$ cat config.mk
export PLATFORM = sky130hd
export DESIGN_NAME = scrs_ctrl2
export DESIGN_NICKNAME = d
export VERILOG_FILES = /design/src/rtl/scrs_ctrl2.v
export VERILOG_INCLUDE_DIRS = /design/src /design/src/inc
export SDC_FILE = /design/constraint.sdc
export NUM_CORES = 1
export LEC_CHECK = 0
export ABC_AREA = 1
export BUFFER_PORTS_ARGS = -buffer_cell sky130_fd_sc_hd__buf_2
export CAP_MARGIN = 20
export CORE_UTILIZATION = 25
export CTS_BUF_LIST = sky130_fd_sc_hd__clkbuf_8
export CTS_CLUSTER_SIZE = 30
export DETAILED_ROUTE_END_ITERATION = 8
export PLACE_DENSITY_LB_ADDON = 0.3
export SYNTH_ARGS = -nofsm -noshare
export SYNTH_HDL_FRONTEND = slang
export SYNTH_SLANG_ARGS = --single-unit
export TNS_END_PERCENT = 20
$ cat constraint.sdc
create_clock -name sys_clk -period 1.5 [get_ports sys_clk]
set_input_delay 0.225 -clock sys_clk [delete_from_list [all_inputs] [get_ports sys_clk]]
set_output_delay 0.225 -clock sys_clk [all_outputs]
set_load 0.01 [all_outputs]
$ cat src/inc/scrs_regs.vh
`ifndef SCRS_REGS_VH
`define SCRS_REGS_VH

// register map
`define SCRS_CTRL2_ADDR       8'h2B
`define SCRS_CTRL2_RESET      8'h00
`define SCRS_ADDR_W           8
`define SCRS_DATA_W           8

// field positions
`define SCRS_SELF_TEST_BIT    7
`define SCRS_RESET_REQ_BIT    6
`define SCRS_RESERVED_BIT     5
`define SCRS_SLEEP_OSR_HI     4
`define SCRS_SLEEP_OSR_LO     3
`define SCRS_AUTO_SLEEP_BIT   2
`define SCRS_WAKE_OSR_HI      1
`define SCRS_WAKE_OSR_LO      0

// oversampling modes
`define SCRS_OSR_NORMAL       2'h0
`define SCRS_OSR_LNLP         2'h1
`define SCRS_OSR_HIRES        2'h2
`define SCRS_OSR_LOWPWR       2'h3

// sleep sample rates in mHz, non-hybrid
`define SCRS_SLP_RATE_0_MHZ   17'h0_C350
`define SCRS_SLP_RATE_1_MHZ   17'h0_30D4
`define SCRS_SLP_RATE_2_MHZ   17'h0_186A
`define SCRS_SLP_RATE_3_MHZ   17'h0_0618

// timing
`define SCRS_CLK_PERIOD_NS    50
`define SCRS_BOOT_TIME_US     500
`define SCRS_HOST_WAIT_US     1000

`endif

$ cat src/rtl/scrs_ctrl2.v
`timescale 1ns/1ps
`default_nettype none
`include "scrs_regs.vh"

// Operation
// - control register at 0x2B, fields reset zero
// - self-test enable drives accelerometer stimulus
// - reset request starts boot, reloads defaults
// - reset request accepted in standby or active
// - active: drop to standby first, then reboot
// - reset request bit self-clears after boot
// - external reset pin pulse starts same boot
// - any reset also resets serial interfaces
// - sleep oversampling with sleep rate sets ratio
// - auto-sleep enable bit turns auto-sleep on
// - oversampling encoding normal, lnlp, hires, lowpower
// - wake oversampling with data rate sets ratio
// - sleep/wake switch flushes fifo, clears debounce
// - sleep rate 50/12.5/6.25/1.56 Hz, halved hybrid
module scrs_ctrl2 #(
    parameter BOOT_CYCLES = (`SCRS_BOOT_TIME_US * 1000) / `SCRS_CLK_PERIOD_NS,
    parameter CNT_W       = 16
) (
    input  wire                     sys_clk,
    input  wire                     rst,
    input  wire                     reg_wr_en,
    input  wire                     reg_rd_en,
    input  wire [`SCRS_ADDR_W-1:0]  reg_addr,
    input  wire [`SCRS_DATA_W-1:0]  reg_wdata,
    input  wire                     reset_pin,
    input  wire                     active_mode,
    input  wire                     sleep_state,
    input  wire                     hybrid_mode,
    input  wire [1:0]               sleep_rate_sel,
    input  wire [2:0]               wake_data_rate,
    output reg  [`SCRS_DATA_W-1:0]  reg_rdata_r,
    output reg                      self_test_enable_r,
    output reg                      auto_sleep_en_r,
    output reg  [1:0]               sleep_osr_mode_r,
    output reg  [1:0]               wake_osr_mode_r,
    output reg  [10:0]              oversampling_ratio_r,
    output reg  [16:0]              sleep_rate_mhz_r,
    output reg                      standby_req_r,
    output reg                      boot_reload_r,
    output reg                      serial_if_reset_r,
    output reg                      boot_busy_r,
    output reg                      fifo_flush_r,
    output reg                      debounce_clear_r
);

    localparam [1:0] ST_IDLE = 2'h0;
    localparam [1:0] ST_DROP = 2'h1;
    localparam [1:0] ST_BOOT = 2'h2;
    localparam [1:0] ST_DONE = 2'h3;

    localparam [31:0]      BOOT_LAST_W = BOOT_CYCLES - 1;
    localparam [CNT_W-1:0] BOOT_LAST   = BOOT_LAST_W[CNT_W-1:0];

    reg  [1:0]       state_r;
    reg  [1:0]       state_nxt;
    reg  [CNT_W-1:0] cnt_r;
    reg              reset_req_r;
    reg              pin_s1_r;
    reg              pin_s2_r;
    reg              pin_s3_r;
    reg              pin_lvl_r;
    reg              pin_evt_r;
    reg              sleep_prev_r;
    wire             ctrl_hit;
    wire             ctrl_wr;
    wire             sw_req;
    wire             start_req;
    wire             in_sleep;
    wire [2:0]       sleep_idx;
    wire [2:0]       osr_idx;
    wire [1:0]       osr_mode;

    // osr lookup: idx 0 = 800 Hz ... 7 = 1.5625 Hz
    function [10:0] osr_lookup;
        input [2:0] idx;
        input [1:0] mode;
        begin
            osr_lookup = 11'h002;
            case (idx)
                3'h0:
                begin
                    osr_lookup = 11'h002;
                end
                3'h1:
                begin
                    osr_lookup = (mode == `SCRS_OSR_LOWPWR) ? 11'h002 : 11'h004;
                end
                3'h2:
                begin
                    osr_lookup = (mode == `SCRS_OSR_HIRES)  ? 11'h008 :
                                 (mode == `SCRS_OSR_LOWPWR) ? 11'h002 : 11'h004;
                end
                3'h3:
                begin
                    osr_lookup = (mode == `SCRS_OSR_HIRES)  ? 11'h010 :
                                 (mode == `SCRS_OSR_LOWPWR) ? 11'h002 : 11'h004;
                end
                3'h4:
                begin
                    osr_lookup = (mode == `SCRS_OSR_HIRES)  ? 11'h020 :
                                 (mode == `SCRS_OSR_LOWPWR) ? 11'h002 : 11'h004;
                end
                3'h5:
                begin
                    case (mode)
                        `SCRS_OSR_NORMAL: osr_lookup = 11'h010;
                        `SCRS_OSR_LNLP:   osr_lookup = 11'h004;
                        `SCRS_OSR_HIRES:  osr_lookup = 11'h080;
                        default:          osr_lookup = 11'h002;
                    endcase
                end
                3'h6:
                begin
                    case (mode)
                        `SCRS_OSR_NORMAL: osr_lookup = 11'h020;
                        `SCRS_OSR_LNLP:   osr_lookup = 11'h008;
                        `SCRS_OSR_HIRES:  osr_lookup = 11'h100;
                        default:          osr_lookup = 11'h004;
                    endcase
                end
                default:
                begin
                    case (mode)
                        `SCRS_OSR_NORMAL: osr_lookup = 11'h080;
                        `SCRS_OSR_LNLP:   osr_lookup = 11'h020;
                        `SCRS_OSR_HIRES:  osr_lookup = 11'h400;
                        default:          osr_lookup = 11'h010;
                    endcase
                end
            endcase
        end
    endfunction

    assign ctrl_hit  = (reg_addr == `SCRS_CTRL2_ADDR);
    assign ctrl_wr   = reg_wr_en & ctrl_hit & (state_r == ST_IDLE) & ~serial_if_reset_r;
    assign sw_req    = ctrl_wr & reg_wdata[`SCRS_RESET_REQ_BIT];
    assign start_req = (sw_req | pin_evt_r) & (state_r == ST_IDLE);

    // reset pin synchroniser, change taken once stages 2 and 3 agree
    always @(posedge sys_clk)
    begin
        if (rst)
        begin
            pin_s1_r  <= 1'b0;
            pin_s2_r  <= 1'b0;
            pin_s3_r  <= 1'b0;
            pin_lvl_r <= 1'b0;
            pin_evt_r <= 1'b0;
        end
        else
        begin
            pin_s1_r  <= reset_pin;
            pin_s2_r  <= pin_s1_r;
            pin_s3_r  <= pin_s2_r;
            pin_evt_r <= 1'b0;
            if (pin_s2_r == pin_s3_r)
            begin
                pin_lvl_r <= pin_s3_r;
                pin_evt_r <= pin_s3_r & ~pin_lvl_r;
            end
        end
    end

    // reset sequence
    always @*
    begin
        state_nxt = state_r;
        case (state_r)
            ST_IDLE:
            begin
                if (start_req)
                begin
                    state_nxt = active_mode ? ST_DROP : ST_BOOT;
                end
            end
            ST_DROP:
            begin
                if (!active_mode)
                begin
                    state_nxt = ST_BOOT;
                end
            end
            ST_BOOT:
            begin
                if (cnt_r == BOOT_LAST)
                begin
                    state_nxt = ST_DONE;
                end
            end
            ST_DONE:
            begin
                state_nxt = ST_IDLE;
            end
            default:
            begin
                state_nxt = ST_IDLE;
            end
        endcase
    end

    always @(posedge sys_clk)
    begin
        if (rst)
        begin
            state_r           <= ST_IDLE;
            cnt_r             <= {CNT_W{1'b0}};
            standby_req_r     <= 1'b0;
            boot_reload_r     <= 1'b0;
            serial_if_reset_r <= 1'b0;
            boot_busy_r       <= 1'b0;
        end
        else
        begin
            state_r       <= state_nxt;
            boot_reload_r <= 1'b0;
            if (state_nxt == ST_BOOT && state_r != ST_BOOT)
            begin
                boot_reload_r <= 1'b1;
            end
            if (state_r == ST_BOOT)
            begin
                cnt_r <= cnt_r + {{(CNT_W-1){1'b0}}, 1'b1};
            end
            else
            begin
                cnt_r <= {CNT_W{1'b0}};
            end
            standby_req_r     <= (state_nxt != ST_IDLE);
            serial_if_reset_r <= (state_nxt != ST_IDLE);
            boot_busy_r       <= (state_nxt != ST_IDLE);
        end
    end

    // control register fields
    always @(posedge sys_clk)
    begin
        if (rst)
        begin
            self_test_enable_r <= 1'b0;
            reset_req_r        <= 1'b0;
            sleep_osr_mode_r   <= `SCRS_OSR_NORMAL;
            auto_sleep_en_r    <= 1'b0;
            wake_osr_mode_r    <= `SCRS_OSR_NORMAL;
        end
        else if (state_r == ST_DONE)
        begin
            reset_req_r <= 1'b0;
        end
        else if (start_req)
        begin
            self_test_enable_r <= 1'b0;
            reset_req_r        <= 1'b1;
            sleep_osr_mode_r   <= `SCRS_OSR_NORMAL;
            auto_sleep_en_r    <= 1'b0;
            wake_osr_mode_r    <= `SCRS_OSR_NORMAL;
        end
        else if (ctrl_wr)
        begin
            self_test_enable_r <= reg_wdata[`SCRS_SELF_TEST_BIT];
            sleep_osr_mode_r   <= reg_wdata[`SCRS_SLEEP_OSR_HI:`SCRS_SLEEP_OSR_LO];
            auto_sleep_en_r    <= reg_wdata[`SCRS_AUTO_SLEEP_BIT];
            wake_osr_mode_r    <= reg_wdata[`SCRS_WAKE_OSR_HI:`SCRS_WAKE_OSR_LO];
        end
    end

    // register read, reserved bit and other addresses read zero
    always @(posedge sys_clk)
    begin
        if (rst)
        begin
            reg_rdata_r <= `SCRS_CTRL2_RESET;
        end
        else if (reg_rd_en)
        begin
            if (ctrl_hit)
            begin
                reg_rdata_r <= {self_test_enable_r, reset_req_r, 1'b0, sleep_osr_mode_r,
                                auto_sleep_en_r, wake_osr_mode_r};
            end
            else
            begin
                reg_rdata_r <= 8'h00;
            end
        end
    end

    // oversampling ratio and sleep rate
    assign in_sleep  = auto_sleep_en_r & sleep_state;
    assign sleep_idx = {1'b1, sleep_rate_sel};
    assign osr_idx   = in_sleep ? sleep_idx : wake_data_rate;
    assign osr_mode  = in_sleep ? sleep_osr_mode_r : wake_osr_mode_r;

    always @(posedge sys_clk)
    begin
        if (rst)
        begin
            oversampling_ratio_r <= 11'h002;
            sleep_rate_mhz_r     <= `SCRS_SLP_RATE_0_MHZ;
        end
        else
        begin
            oversampling_ratio_r <= osr_lookup(osr_idx, osr_mode);
            case (sleep_rate_sel)
                2'h0:    sleep_rate_mhz_r <= hybrid_mode ? (`SCRS_SLP_RATE_0_MHZ >> 1)
                                                         : `SCRS_SLP_RATE_0_MHZ;
                2'h1:    sleep_rate_mhz_r <= hybrid_mode ? (`SCRS_SLP_RATE_1_MHZ >> 1)
                                                         : `SCRS_SLP_RATE_1_MHZ;
                2'h2:    sleep_rate_mhz_r <= hybrid_mode ? (`SCRS_SLP_RATE_2_MHZ >> 1)
                                                         : `SCRS_SLP_RATE_2_MHZ;
                default: sleep_rate_mhz_r <= hybrid_mode ? (`SCRS_SLP_RATE_3_MHZ >> 1)
                                                         : `SCRS_SLP_RATE_3_MHZ;
            endcase
        end
    end

    // sleep/wake transitions
    always @(posedge sys_clk)
    begin
        if (rst)
        begin
            sleep_prev_r     <= 1'b0;
            fifo_flush_r     <= 1'b0;
            debounce_clear_r <= 1'b0;
        end
        else
        begin
            sleep_prev_r     <= sleep_state;
            fifo_flush_r     <= auto_sleep_en_r & (sleep_state != sleep_prev_r);
            debounce_clear_r <= auto_sleep_en_r & (sleep_state != sleep_prev_r);
        end
    end

endmodule

`default_nettype wire

Word-level counts from Yosys, hierarchy flattened --
Index checks and enable logic that the tools add are counted.
Word-level totals: flip-flop bits (word level) 70, logic and storage cells 95, bits in latches 0, memory bits (writable) 0, output and inout bits 48, memory bits (read-only) 0, input port bits 29, memories kept 0
Operators by class: magnitude comparators 0, divide/modulo/power cells 0, multipliers 0, add/subtract/negate cells 1, bitwise logic cells 14, reductions and logical operators 11, mux-type cells 30, shift operators 0, eq/ne operators 20
Operators with widths (number):
- case mux 11 bit (7 select lines) | 1
- case mux 16 bit (3 select lines) | 1
- 2-to-1 mux 11 bit | 3
- case mux 11 bit (3 select lines) | 1
- case mux 9 bit (3 select lines) | 1
- case mux 8 bit (3 select lines) | 1
- 2-to-1 mux 2 bit | 9
- adder 16 x 1 -> 16 bit (second input constant) | 1
- == test 16 x 14 -> 1 bit (second input constant) | 1
- 2-to-1 mux 16 bit | 1
- 2-to-1 mux 14 bit | 1
- 2-to-1 mux 13 bit | 1
- == test 2 bit (second input constant) | 6
- == test 3 bit (second input constant) | 3
- bitwise AND 1 bit | 8
- == test 8 x 6 -> 1 bit (second input constant) | 1
- 2-to-1 mux 8 bit | 1
- case mux 2 bit (4 select lines) | 1
- == test 2 x 1 -> 1 bit (second input constant) | 3
- == test 3 x 2 -> 1 bit (second input constant) | 2
- zero test 2 bit | 3
- 2-to-1 mux 3 bit | 2
- 2-to-1 mux 6 bit | 1
- OR reduction 2 bit | 3
- other kinds (11) | 20

Logic depth before layout (Yosys ltp) --
Gate-level depths: netlist of the first run.
depth in word-level cells 12, depth in mapped cells 11, mapped depth without buffers 10

Worst setup path before layout of the first run --
No wires, ideal clock.
path type register -> register, from register auto_sleep_en_r, to register oversampling_ratio_r[2], clock period less this slack 1.366 ns, required time 1.372 ns, data arrival time 1.239 ns, path buffers 1, library setup time 0.128 ns, cell stages (with the launch flop) 11, path slack 0.134 ns, cell sequence dfxtp_1 nand2_2 buf_6 o21ai_2 inv_2 nand2_1 inv_1 nand2_1 o21ai_1 nor2_1 nor2_1
On the way: longest elaborated chain between the ends 6, elaborated cells on any way between the ends 21, those cells by class eq/ne: 9; mux: 9; bitwise: 1; reduce/logical: 2
RTL lines:
- start: declaration | line scrs_ctrl2.v:38 | output reg auto_sleep_en_r,
- start signal: assignment | line scrs_ctrl2.v:266 | auto_sleep_en_r <= reg_wdata[`SCRS_AUTO_SLEEP_BIT];
- bitwise AND 1 bit * | line scrs_ctrl2.v:293 | assign in_sleep = auto_sleep_en_r & sleep_state;
- 2-to-1 mux 2 bit | line scrs_ctrl2.v:296 | assign osr_mode = in_sleep ? sleep_osr_mode_r : wake_osr_mode_r;
- == test 2 bit (no line)
- 2-to-1 mux 3 bit
- 2-to-1 mux 6 bit, or another cell as far along | line scrs_ctrl2.v:105 | osr_lookup = (mode == `SCRS_OSR_HIRES) ? 11'h020 :
- case mux 11 bit (7 select lines) * | line scrs_ctrl2.v:84 | case (idx)
- end signal: assignment | line scrs_ctrl2.v:307 | oversampling_ratio_r <= osr_lookup(osr_idx, osr_mode);
- end: declaration | line scrs_ctrl2.v:41 | output reg [10:0] oversampling_ratio_r,
Mark *: on every way between the ends. The rest lies on a longest branch, timed or not. A chain may end at the register's enable or synchronous reset.

Worst setup path in the final report of the first run --
from register cnt_r[0], to register cnt_r[14]
On the way: longest elaborated chain between the ends 1
RTL lines:
- start: declaration | line scrs_ctrl2.v:61 | reg [CNT_W-1:0] cnt_r;
- start signal: assignment | line scrs_ctrl2.v:211 | cnt_r <= {CNT_W{1'b0}};
- start signal: assignment | line scrs_ctrl2.v:227 | cnt_r <= cnt_r + {{(CNT_W-1){1'b0}}, 1'b1};
- start signal: assignment | line scrs_ctrl2.v:231 | cnt_r <= {CNT_W{1'b0}};
- adder 16 x 1 -> 16 bit | line scrs_ctrl2.v:227
No other way between the ends.

==> results.md, run 1 <==
* Outcome: finished clean
* GRT overflow at 0
* RSZ-0062 raised after global routing: yes
* F_max at 722 MHz
* WL/cell at 10.3 um
* Worst vdd rail ir drop at roughly 0.54 mV
* Clock-pin slew on the worst setup and hold paths at around 0.070 ns
* Via count at 2485
* Place WS at 0.0347 ns
* Setup violators final at 0
* Setup clock skew after layout at ~0.011 ns
* Post-synthesis cell area at 2710 sq um
* CTS root buf: clkbuf_8
* Min Hold Slack at 0.130 ns
* Pwr dens at 1100 nW/um^2
* Row count at 37
* Worst path bufs/invs at 0
* Cell Count, Final, Fillers Out at 586
* CP Cell Sequence: ha_1, nand2_1, nor2_1, nand2_1, nor2_2, nand2_1, nor2_1, nor3_1
* Slowest stage delay, CP at 0.36 ns
* Placed inst area at roughly 3200 sq um
* Vias per std cell at 4.24
* Antenna cells at 0
* Most frequent cells in the layout: 70 x buf_2, 64 x dfxtp_1, 61 x nand2_1
* Port Buffers at 70
* IO Count at 77
* Global-route wire length before repair at 10.4 mm
* DRT antenna net count at 0
* Setup TNS Final at 0 ns
* Commonest non-fill, non-tap cell in the layout: buf_2
* Clock sink total at 64
* CP endpoint kind: flip-flop
* Max-cap violations at 0
* Initial Util at 26.0%
* Count of cell types in the netlist at 34
* Slew Limit Fails at 0
* Layout cell share with drive strength beyond 1 at between 20% and 30%
* Routed WL at 6.05 mm
* Area of the multi-input gates at about 1200 sq um
* Die Y at roughly 110 um
* Die area at around 11000 sq um
* Crit Path Class: reg2reg
* Layout Nets at 475
* HP Class: in2reg
* Die width at 106 um
* Worst-skew pair later-pin latency at 0.33 ns
* Top delay family on crit path: simple AND/OR/NAND/NOR gates
* Flops & latches, synth at 64
* Area Growth Syn to Fin at 30.3%
* Sequential share of the synthesized area at 47.3%
* Top cell by count, worst path: nand2_1
* CP Launch Type: flip-flop
* Detailed Route Iter0 Violations at 66
* Worst EP required at 1.70 ns
* CTS tree: built
* Slowest-stage cell, CP: dfxtp_1
* Core Box Area at 10400 sq um
* Hpwl dp at 4.56 mm
* CP Max Fanout at 4
* Cts bufs inserted at 9
* Largest net degree at the start of global routing at 24
* Crit path arrival time at ~1.6 ns
* Global-route usage over all layers at 11.6%
* CTS max path bufs at 2
* DRC Markers at 0
* RD Place Congestion at approximately 0.86
* Fillers at 1121
* Vias in the first global route at 2394
* Yosys warnings at 0
* Setup WS post-layout at about 0.11 ns
* Clock H-tree levels at 3
* First-pass DRT Iterations at 4
* Total placed cells including tap cells at between 500 and 600
* Antenna violations before repair at 0
* Lkg Pwr at 0.00158 uW
* Period utilization at roughly 92%
* Final instance area at 3530 sq um
* Synth Area per Inst at about 7.4 sq um
* Minimum clock period at about 1.4 ns
* Sequential cell area at between 1000 and 1500 sq um
* Hold Vio Cnt, Final at 0
* Synthesized instance count at 364
## cell type report
type                            count  area share, %
Clock inverter                      5           2.91
Timing Repair Buffer               83           12.7
Clock buffer                       11           4.29
Multi-Input combinational cell    231           33.1
Inverter                           56           5.95
Tap cell                          136           4.82
Sequential cell                    64           36.3
## power by group
| group | internal (uW) | leakage (uW) | switching (uW) |
|---|---|---|---|
| combinational | 112 | 0.000931 | 165 |
| clock | 1190 | 0.000126 | 657 |
| sequential | 1750 | 0.000523 | 15.7 |
| total | 3050 | 0.00158 | 837 |
## worst min-delay path: cells and delay by family
kind	cells	cell delay, ns
AND/OR/NAND/NOR	1	0.04
buffers and inverters	2	0.16
## registers in the layout (all words and copies together), names as in the netlist
signal,flops
pin_s2_r,1
cnt_r,16
wake_osr_mode_r,2
pin_s3_r,1
reset_req_r,1
auto_sleep_en_r,1
boot_busy_r,1
self_test_enable_r,1
pin_evt_r,1
sleep_prev_r,1
pin_lvl_r,1
debounce_clear_r,1
sleep_rate_mhz_r,15
state_r,2
boot_reload_r,1
reg_rdata_r,7
pin_s1_r,1
sleep_osr_mode_r,2
oversampling_ratio_r,8
## metal layers
| metal | global-route usage [%] | part of all wire, % |
|---|---|---|
| met3 | 2.27 | 4.5 |
| met4 | 6.65 | 2.2 |
| met2 | 18.4 | 43 |
| met5 | 0 | 0 |
| met1 | 14.5 | 50 |
## what timing repair did
item	4_1_cts	5_1_grt
setup endpoints to repair	0	16
buffers inserted	0	1
gates resized for setup	0	12
hold buffers	0	0
## stage by stage
stage / utilization [%] / power [uW]
after CTS: 33.4 / 3940
after floorplan: - / 1960
after global placement: 31.0 / 2070
after global routing: 33.9 / 4080
final: 33.9 / 3890
after detailed placement: 31.0 / 2070
## synthesized netlist by cell type, drive strengths merged
cell type / instances / area share, %
conb: 1 / 0.14
xor2: 1 / 0.32
o211ai: 8 / 2.2
nand4: 5 / 1.2
o21ai: 25 / 5.6
a22oi: 1 / 0.28
and2: 1 / 0.23
a21oi: 25 / 4.6
o311ai: 1 / 0.32
nand3: 9 / 1.7
nor2: 60 / 9.1
nand2: 69 / 10
nor4: 3 / 0.69
a31oi: 1 / 0.23
clkbuf: 5 / 0.69
dfxtp: 64 / 47
a211oi: 4 / 1.1
nor3: 9 / 1.7
ha: 1 / 0.46
or2: 1 / 0.23
buf: 12 / 3.3
nor3b: 1 / 0.28
inv: 56 / 7.8
o31ai: 1 / 0.28
## logic make-up after synthesis
group	after synthesis	synth area share (%)
AND/OR/NAND/NOR	158	25.4
buffers and inverters	73	11.7
AO/OA/AOI/OAI	66	14.6
flip-flops	64	47.3
XOR/XNOR	1	0.323
adder cells (fa/ha/maj)	1	0.462
other	1	0.138
## path summary, 6_finish.rpt
| path | start | end | slack [ns] | depth (start not counted) |
|---|---|---|---|---|
| worst max-delay path | cnt_r[0] | cnt_r[14] | 0.11 | 8 |
| worst min-delay path | reset_pin | pin_s1_r | 0.13 | 3 |
| worst max register to register | cnt_r[0] | cnt_r[14] | 0.11 | 8 |
| worst min register to register | pin_s1_r | pin_s2_r | 0.41 | 2 |
Note: power is estimated with default switching activity, not from simulation.
==> run 2: changes to the inputs <==
- PLACE_DENSITY: default -> 0.53
- PLACE_DENSITY_LB_ADDON: 0.3 -> default
==> run 2 against run 1 <==
Critical path depth is 2 higher. Utilization is 0.55 points lower. Largest power group is now registers. Via count is 0.40% lower. Design area is 1.6% lower. Largest cell class unchanged. First-iteration DRC count is 1.5% lower. Sequential cell count stayed put. Global-route usage is 0.28 points higher.
==> results.md, run 2 (same netlist as run 1, synthesis figures left out) <==
* Die area at 11300 sq um
* HP Class: in2reg
* Worst-skew pair later-pin latency at 0.34 ns
* Flop-to-flop setup slack at 0.15 ns
* DRT antenna net count at 0
* Setup violators final at 0
* Die width at 106 um
* Port Buffers at 70
* Placed inst area at around 3200 sq um
* Detailed Route Iter0 Violations at 65
* RSZ-0062 raised after global routing: yes
* Util after Layout at 33.3%
* GRT overflow at 0
* Internal power at 2710 uW
* R2R cell count at 10
* Final instance area at about 3500 sq um
* Most frequent cells in the layout: 70 x buf_2, 63 x dfxtp_1, 61 x nand2_1
* Crit path arrival time at 1.63 ns
* CTS root buf: clkbuf_8
* Worst EP required at around 1.8 ns
* Slew Limit Fails at 0
* Period utilization at 90.3%
* Worst r2r dst: oversampling_ratio_r[2]
* Hpwl dp at 4.62 mm
* Commonest non-fill, non-tap cell in the layout: buf_2
* Largest net degree at the start of global routing at 24
* Min Hold Slack at 0.120 ns
* Power Total at around 3600 uW
* Global-route usage over all layers at 11.9%
* Crit path capture: oversampling_ratio_r[2]
* Row count at 37
* Crit Path Class: reg2reg
* Outcome: finished clean
* Cts bufs inserted at 9
* IO Count at 77
* Via count at 2475
* Initial Util at about a quarter
* Clock H-tree levels at 3
* Setup bufs post-CTS at 0
* P_sw at 851 uW
* Fillers at 1141
* Worst vdd rail ir drop at 0.358 mV
* Largest reg by FF count: cnt_r
* RD Place Congestion at 0.825
* Clock sink total at 64
* Area of the multi-input gates at 1170 sq um
* Setup clock skew after layout at 0.00954 ns
* Layout cell share with drive strength beyond 1 at 27.7%
* CP Cell Sequence: nand2_4, inv_1, nor2_1, inv_1, nand2_4, nor2_2, nand2_1, o21ai_1, nor2_1, nor2_1
* Core Box Area at 10400 sq um
* Antenna violations before repair at 0
* Die Y at 106 um
* Vias per std cell at approximately 4.2
* Logic pwr share at under 10%
* Global-route wire length before repair at about 10 mm
* CTS tree: built
* Clock Power Share at 42.8%
* Max reg flops at 16
* Pwr dens at 1020 nW/um^2
* DRC Markers at 0
* Slowest-stage cell, CP: dfxtp_1
* Lkg Pwr at 0.00155 uW
* Sequential cell area at 1280 sq um
* Worst setup startpoint: auto_sleep_en_r
* Slowest stage delay, CP at 0.37 ns
* Vias in the first global route at about 2200
* Minimum clock period at 1.35 ns
* Max-cap violations at 0
* Largest registers: cnt_r: 16 flops, sleep_rate_mhz_r: 15 flops, oversampling_ratio_r: 8 flops
* Layout Nets at 473
* CP endpoint kind: flip-flop
* WL/cell at 10.6 um
* CP Max Fanout at 13
* Top cell by count, worst path: nor2_1
* Clock-pin slew on the worst setup and hold paths at approximately 0.070 ns
* CP Launch Type: flip-flop
* Antenna cells at 0
* Critical register-to-register path startpoint: auto_sleep_en_r
* Part of the power in registers at about half
* F_max at 739 MHz
* First-pass DRT Iterations at 4
* Switching Share at 23.9%
* Area Growth Syn to Fin at 28.2%
* CTS max path bufs at 2
* Hold Vio Cnt, Final at 0
* Setup TNS Final at 0 ns
* Hold_buf cts at 0
* Routed WL at 6.19 mm
run 2: repair_timing:
item | in CTS | in global routing
endpoints found under the hold margin | 0 | 0
setup endpoints to repair | 0 | 15
gates resized for setup | 0 | 13
run 2: metrics by stage:
step                setup slack, ns  std cells
floorplan                     0.134        368
global placement             0.0512        568
detailed placement           0.0280        568
CTS                          0.0512        584
global route               0.000971        584
finish                        0.146        584
run 2: worst min path at each step:
| stage | startpoint | endpoint | slack [ns] | depth (start not counted) |
|---|---|---|---|---|
| 3_3_place_gp | pin_s1_r | pin_s2_r | 0.40 | 2 |
| 4_1_cts | sleep_state | debounce_clear_r | 0.09 | 2 |
| 6_report | reset_pin | pin_s1_r | 0.12 | 3 |
| 2_1_floorplan | sleep_rate_sel[1] | sleep_rate_mhz_r[13] | 0.30 | 1 |
| 5_1_grt | sleep_state | sleep_prev_r | 0.12 | 3 |
| 3_5_place_dp | pin_s1_r | pin_s2_r | 0.40 | 2 |
run 2: area by class of cell:
type                            instances  area share (%)
Clock inverter                          5            1.59
Tap cell                              136            4.90
Clock buffer                           11            4.36
Sequential cell                        64            36.9
Multi-Input combinational cell        231            33.7
Inverter                               56            6.05
Timing Repair Buffer                   81            12.5
run 2: critical path: cells and delay by family (launching register included):
family	cells	cell delay, ns
and+or+nand+nor	7	0.62
DFF	1	0.37
buffers and inverters	2	0.22
AOI/OAI and AO/OA	1	0.08
run 2: routing by layer:
metal  wire (um)  global-route usage [%]  up-vias
met2        2640                    17.6       67
li1            -                       -     1309
met5           0                       0        -
met3         322                    3.31        9
met4         131                    7.04        0
met1        3090                    15.3     1090
run 2: power by group through the flow:
stage / Combinational (uW) / Clock (uW) / Sequential [uW]
final: 274 / 1520 / 1760
after global placement: 270 / 0 / 1800
after detailed placement: 273 / 0 / 1800
after CTS: 274 / 1580 / 1760
after global routing: 308 / 1680 / 1760
after floorplan: 139 / 0 / 1820
==> run 3: changes to the inputs <==
- SETUP_SLACK_MARGIN: default -> 0.2
==> run 3 against run 2 <==
Clock skew is 0.0057 ns lower. Sequential power about the same. Clock-buffer cell count is 2 higher. Design area rose by 2.8%. Sequential cell count unchanged. First-iteration DRC count rose by 18%. Setup slack got worse by 0.0022 ns. Critical endpoint is now oversampling_ratio_r[4]. Highest routed layer unchanged.
==> results.md, run 3 (same netlist as run 1, synthesis figures left out) <==
* Row count at 37
* Clock-pin slew on the worst setup and hold paths at ~0.07 ns
* R2R cell count at 9
* Most frequent cells in the layout: 70 x buf_2, 62 x dfxtp_1, 58 x nand2_1
* Lkg Pwr at 0.00159 uW
* Worst EP required at 1.78 ns
* Via count at ~2500
* CP Launch Type: flip-flop
* Die width at 106 um
* Routed WL at 6.17 mm
* Min Hold Slack at 0.128 ns
* Flop-to-flop setup slack at 0.14 ns
* RD Place Congestion at 0.826
* Antenna violations before repair at 0
* Vias in the first global route at between 2000 and 2500
* WL/cell at 10.5 um
* Power Total at 3610 uW
* Critical register-to-register path startpoint: auto_sleep_en_r
* Hold path start: sleep_rate_sel[0]
* Antenna cells at 0
* Max reg flops at 16
* Detailed Route Iter0 Violations at 77
* GRT overflow at 0
* CTS root buf: clkbuf_8
* IO Count at 77
* Layout cell share with drive strength beyond 1 at between 30% and 40%
* Worst-skew pair later-pin latency at 0.33 ns
* Minimum clock period at ~1.4 ns
* DRC Markers at 0
* Largest net degree at the start of global routing at 22
* Hold Vio Cnt, Final at 0
* Period utilization at around nine tenths
* Commonest non-fill, non-tap cell in the layout: buf_2
* Clock sink total at 64
* Core Box Area at 10400 sq um
* Slew Limit Fails at 0
* RSZ-0062 raised after global routing: yes
* CTS tree: built
* Largest reg by FF count: cnt_r
* Global-route usage over all layers at 12.2%
* HP Class: in2reg
* Outcome: finished clean
* Placed inst area at 3230 sq um
* CTS max path bufs at 2
* Worst vdd rail ir drop at 0.341 mV
* Worst Hold End: sleep_rate_mhz_r[11]
* Initial Util at 26.0%
* Crit path arrival time at between 1.5 and 2 ns
* Final instance area at 3570 sq um
* Global-route wire length before repair at 10.8 mm
* Vias per std cell at 4.25
* Crit Path Class: reg2reg
* Layout Nets at 476
* Hpwl dp at approximately 4.5 mm
* Largest registers: cnt_r: 16 flops, sleep_rate_mhz_r: 15 flops, oversampling_ratio_r: 8 flops
* Area Growth Syn to Fin at 31.8%
* Setup violators final at 0
* Pwr dens at around 1000 nW/um^2
* DRT antenna net count at 0
* Die Y at 106 um
* First-pass DRT Iterations at 4
* CP endpoint kind: flip-flop
* F_max at approximately 740 MHz
* Setup clock skew after layout at 0.00379 ns
* CP Max Fanout at 6
* Die area at around 11000 sq um
* Setup TNS Final at 0 ns
* Port Buffers at 70
* Cts bufs inserted at 9
* Worst hold stages at 2
* Max-cap violations at 0
* Clock H-tree levels at 3
* Worst r2r dst: oversampling_ratio_r[4]
## run 3: what timing repair did
item | 4_1_cts | 5_1_grt
endpoints found under the hold margin | 0 | 0
buffers inserted | 2 | 0
cloned | 1 | 0
pin swaps | 5 | 5
hold buffers | 0 | 0
endpoints found under the setup margin | 20 | 28
gates resized for setup | 19 | 8
## run 3: layout make-up
cell class                 count  area, sq um
fill                        1109         6850
sequential                    64         1290
multi-input combinational    231         1200
timing repair buffer          84          488
inverter                      56          210
clock buffer                  13          179
tap                          136          170
clock inverter                 3         38.8
## run 3: critical path: stages (launching register included)
cell and delay, ns:
dfxtp_4 0.36, nand2_4 0.07, buf_16 0.15, o21ai_4 0.24
nand2_2 0.09, nor2_2 0.12, nand2_1 0.07, o21ai_0 0.08
o21ai_1 0.07, inv_1 0.05
## run 3: worst max path at each step
stage	start	endpoint	slack [ns]	depth (start not counted)
after floorplan	cnt_r[0]	cnt_r[14]	0.18	8
after global routing	auto_sleep_en_r	oversampling_ratio_r[4]	0.06	9
after CTS	auto_sleep_en_r	oversampling_ratio_r[2]	0.15	10
final	auto_sleep_en_r	oversampling_ratio_r[4]	0.14	9
after detailed placement	auto_sleep_en_r	oversampling_ratio_r[4]	0.1	9
after global placement	auto_sleep_en_r	oversampling_ratio_r[4]	0.1	9
## run 3: per-layer routing
layer / share of wire, % / vias up / track usage [%] / routed length, um
met1: 48 / 1090 / 15.1 / 2990
met4: 2.3 / 0 / 7.44 / 140
met3: 5.4 / 12 / 3.00 / 332
li1: - / 1316 / - / -
met5: 0 / - / 0 / 0
met2: 44 / 74 / 18.8 / 2710
## run 3: power breakdown
part	total [uW]	switching [uW]	internal, uW	leakage [uW]
clock	1570	632	941	0.000117
combinational	281	167	114	0.000951
sequential	1760	15.5	1750	0.000524
## run 3: stage by stage
stage / worst slack (ns) / util, % / instances
2_1_floorplan: 0.178 / - / 368
3_3_place_gp: 0.0956 / 31.1 / 568
3_5_place_dp: 0.0998 / 31.1 / 568
4_1_cts: 0.146 / 34.1 / 587
5_1_grt: 0.0619 / 34.3 / 587
6_report: 0.144 / 34.3 / 587
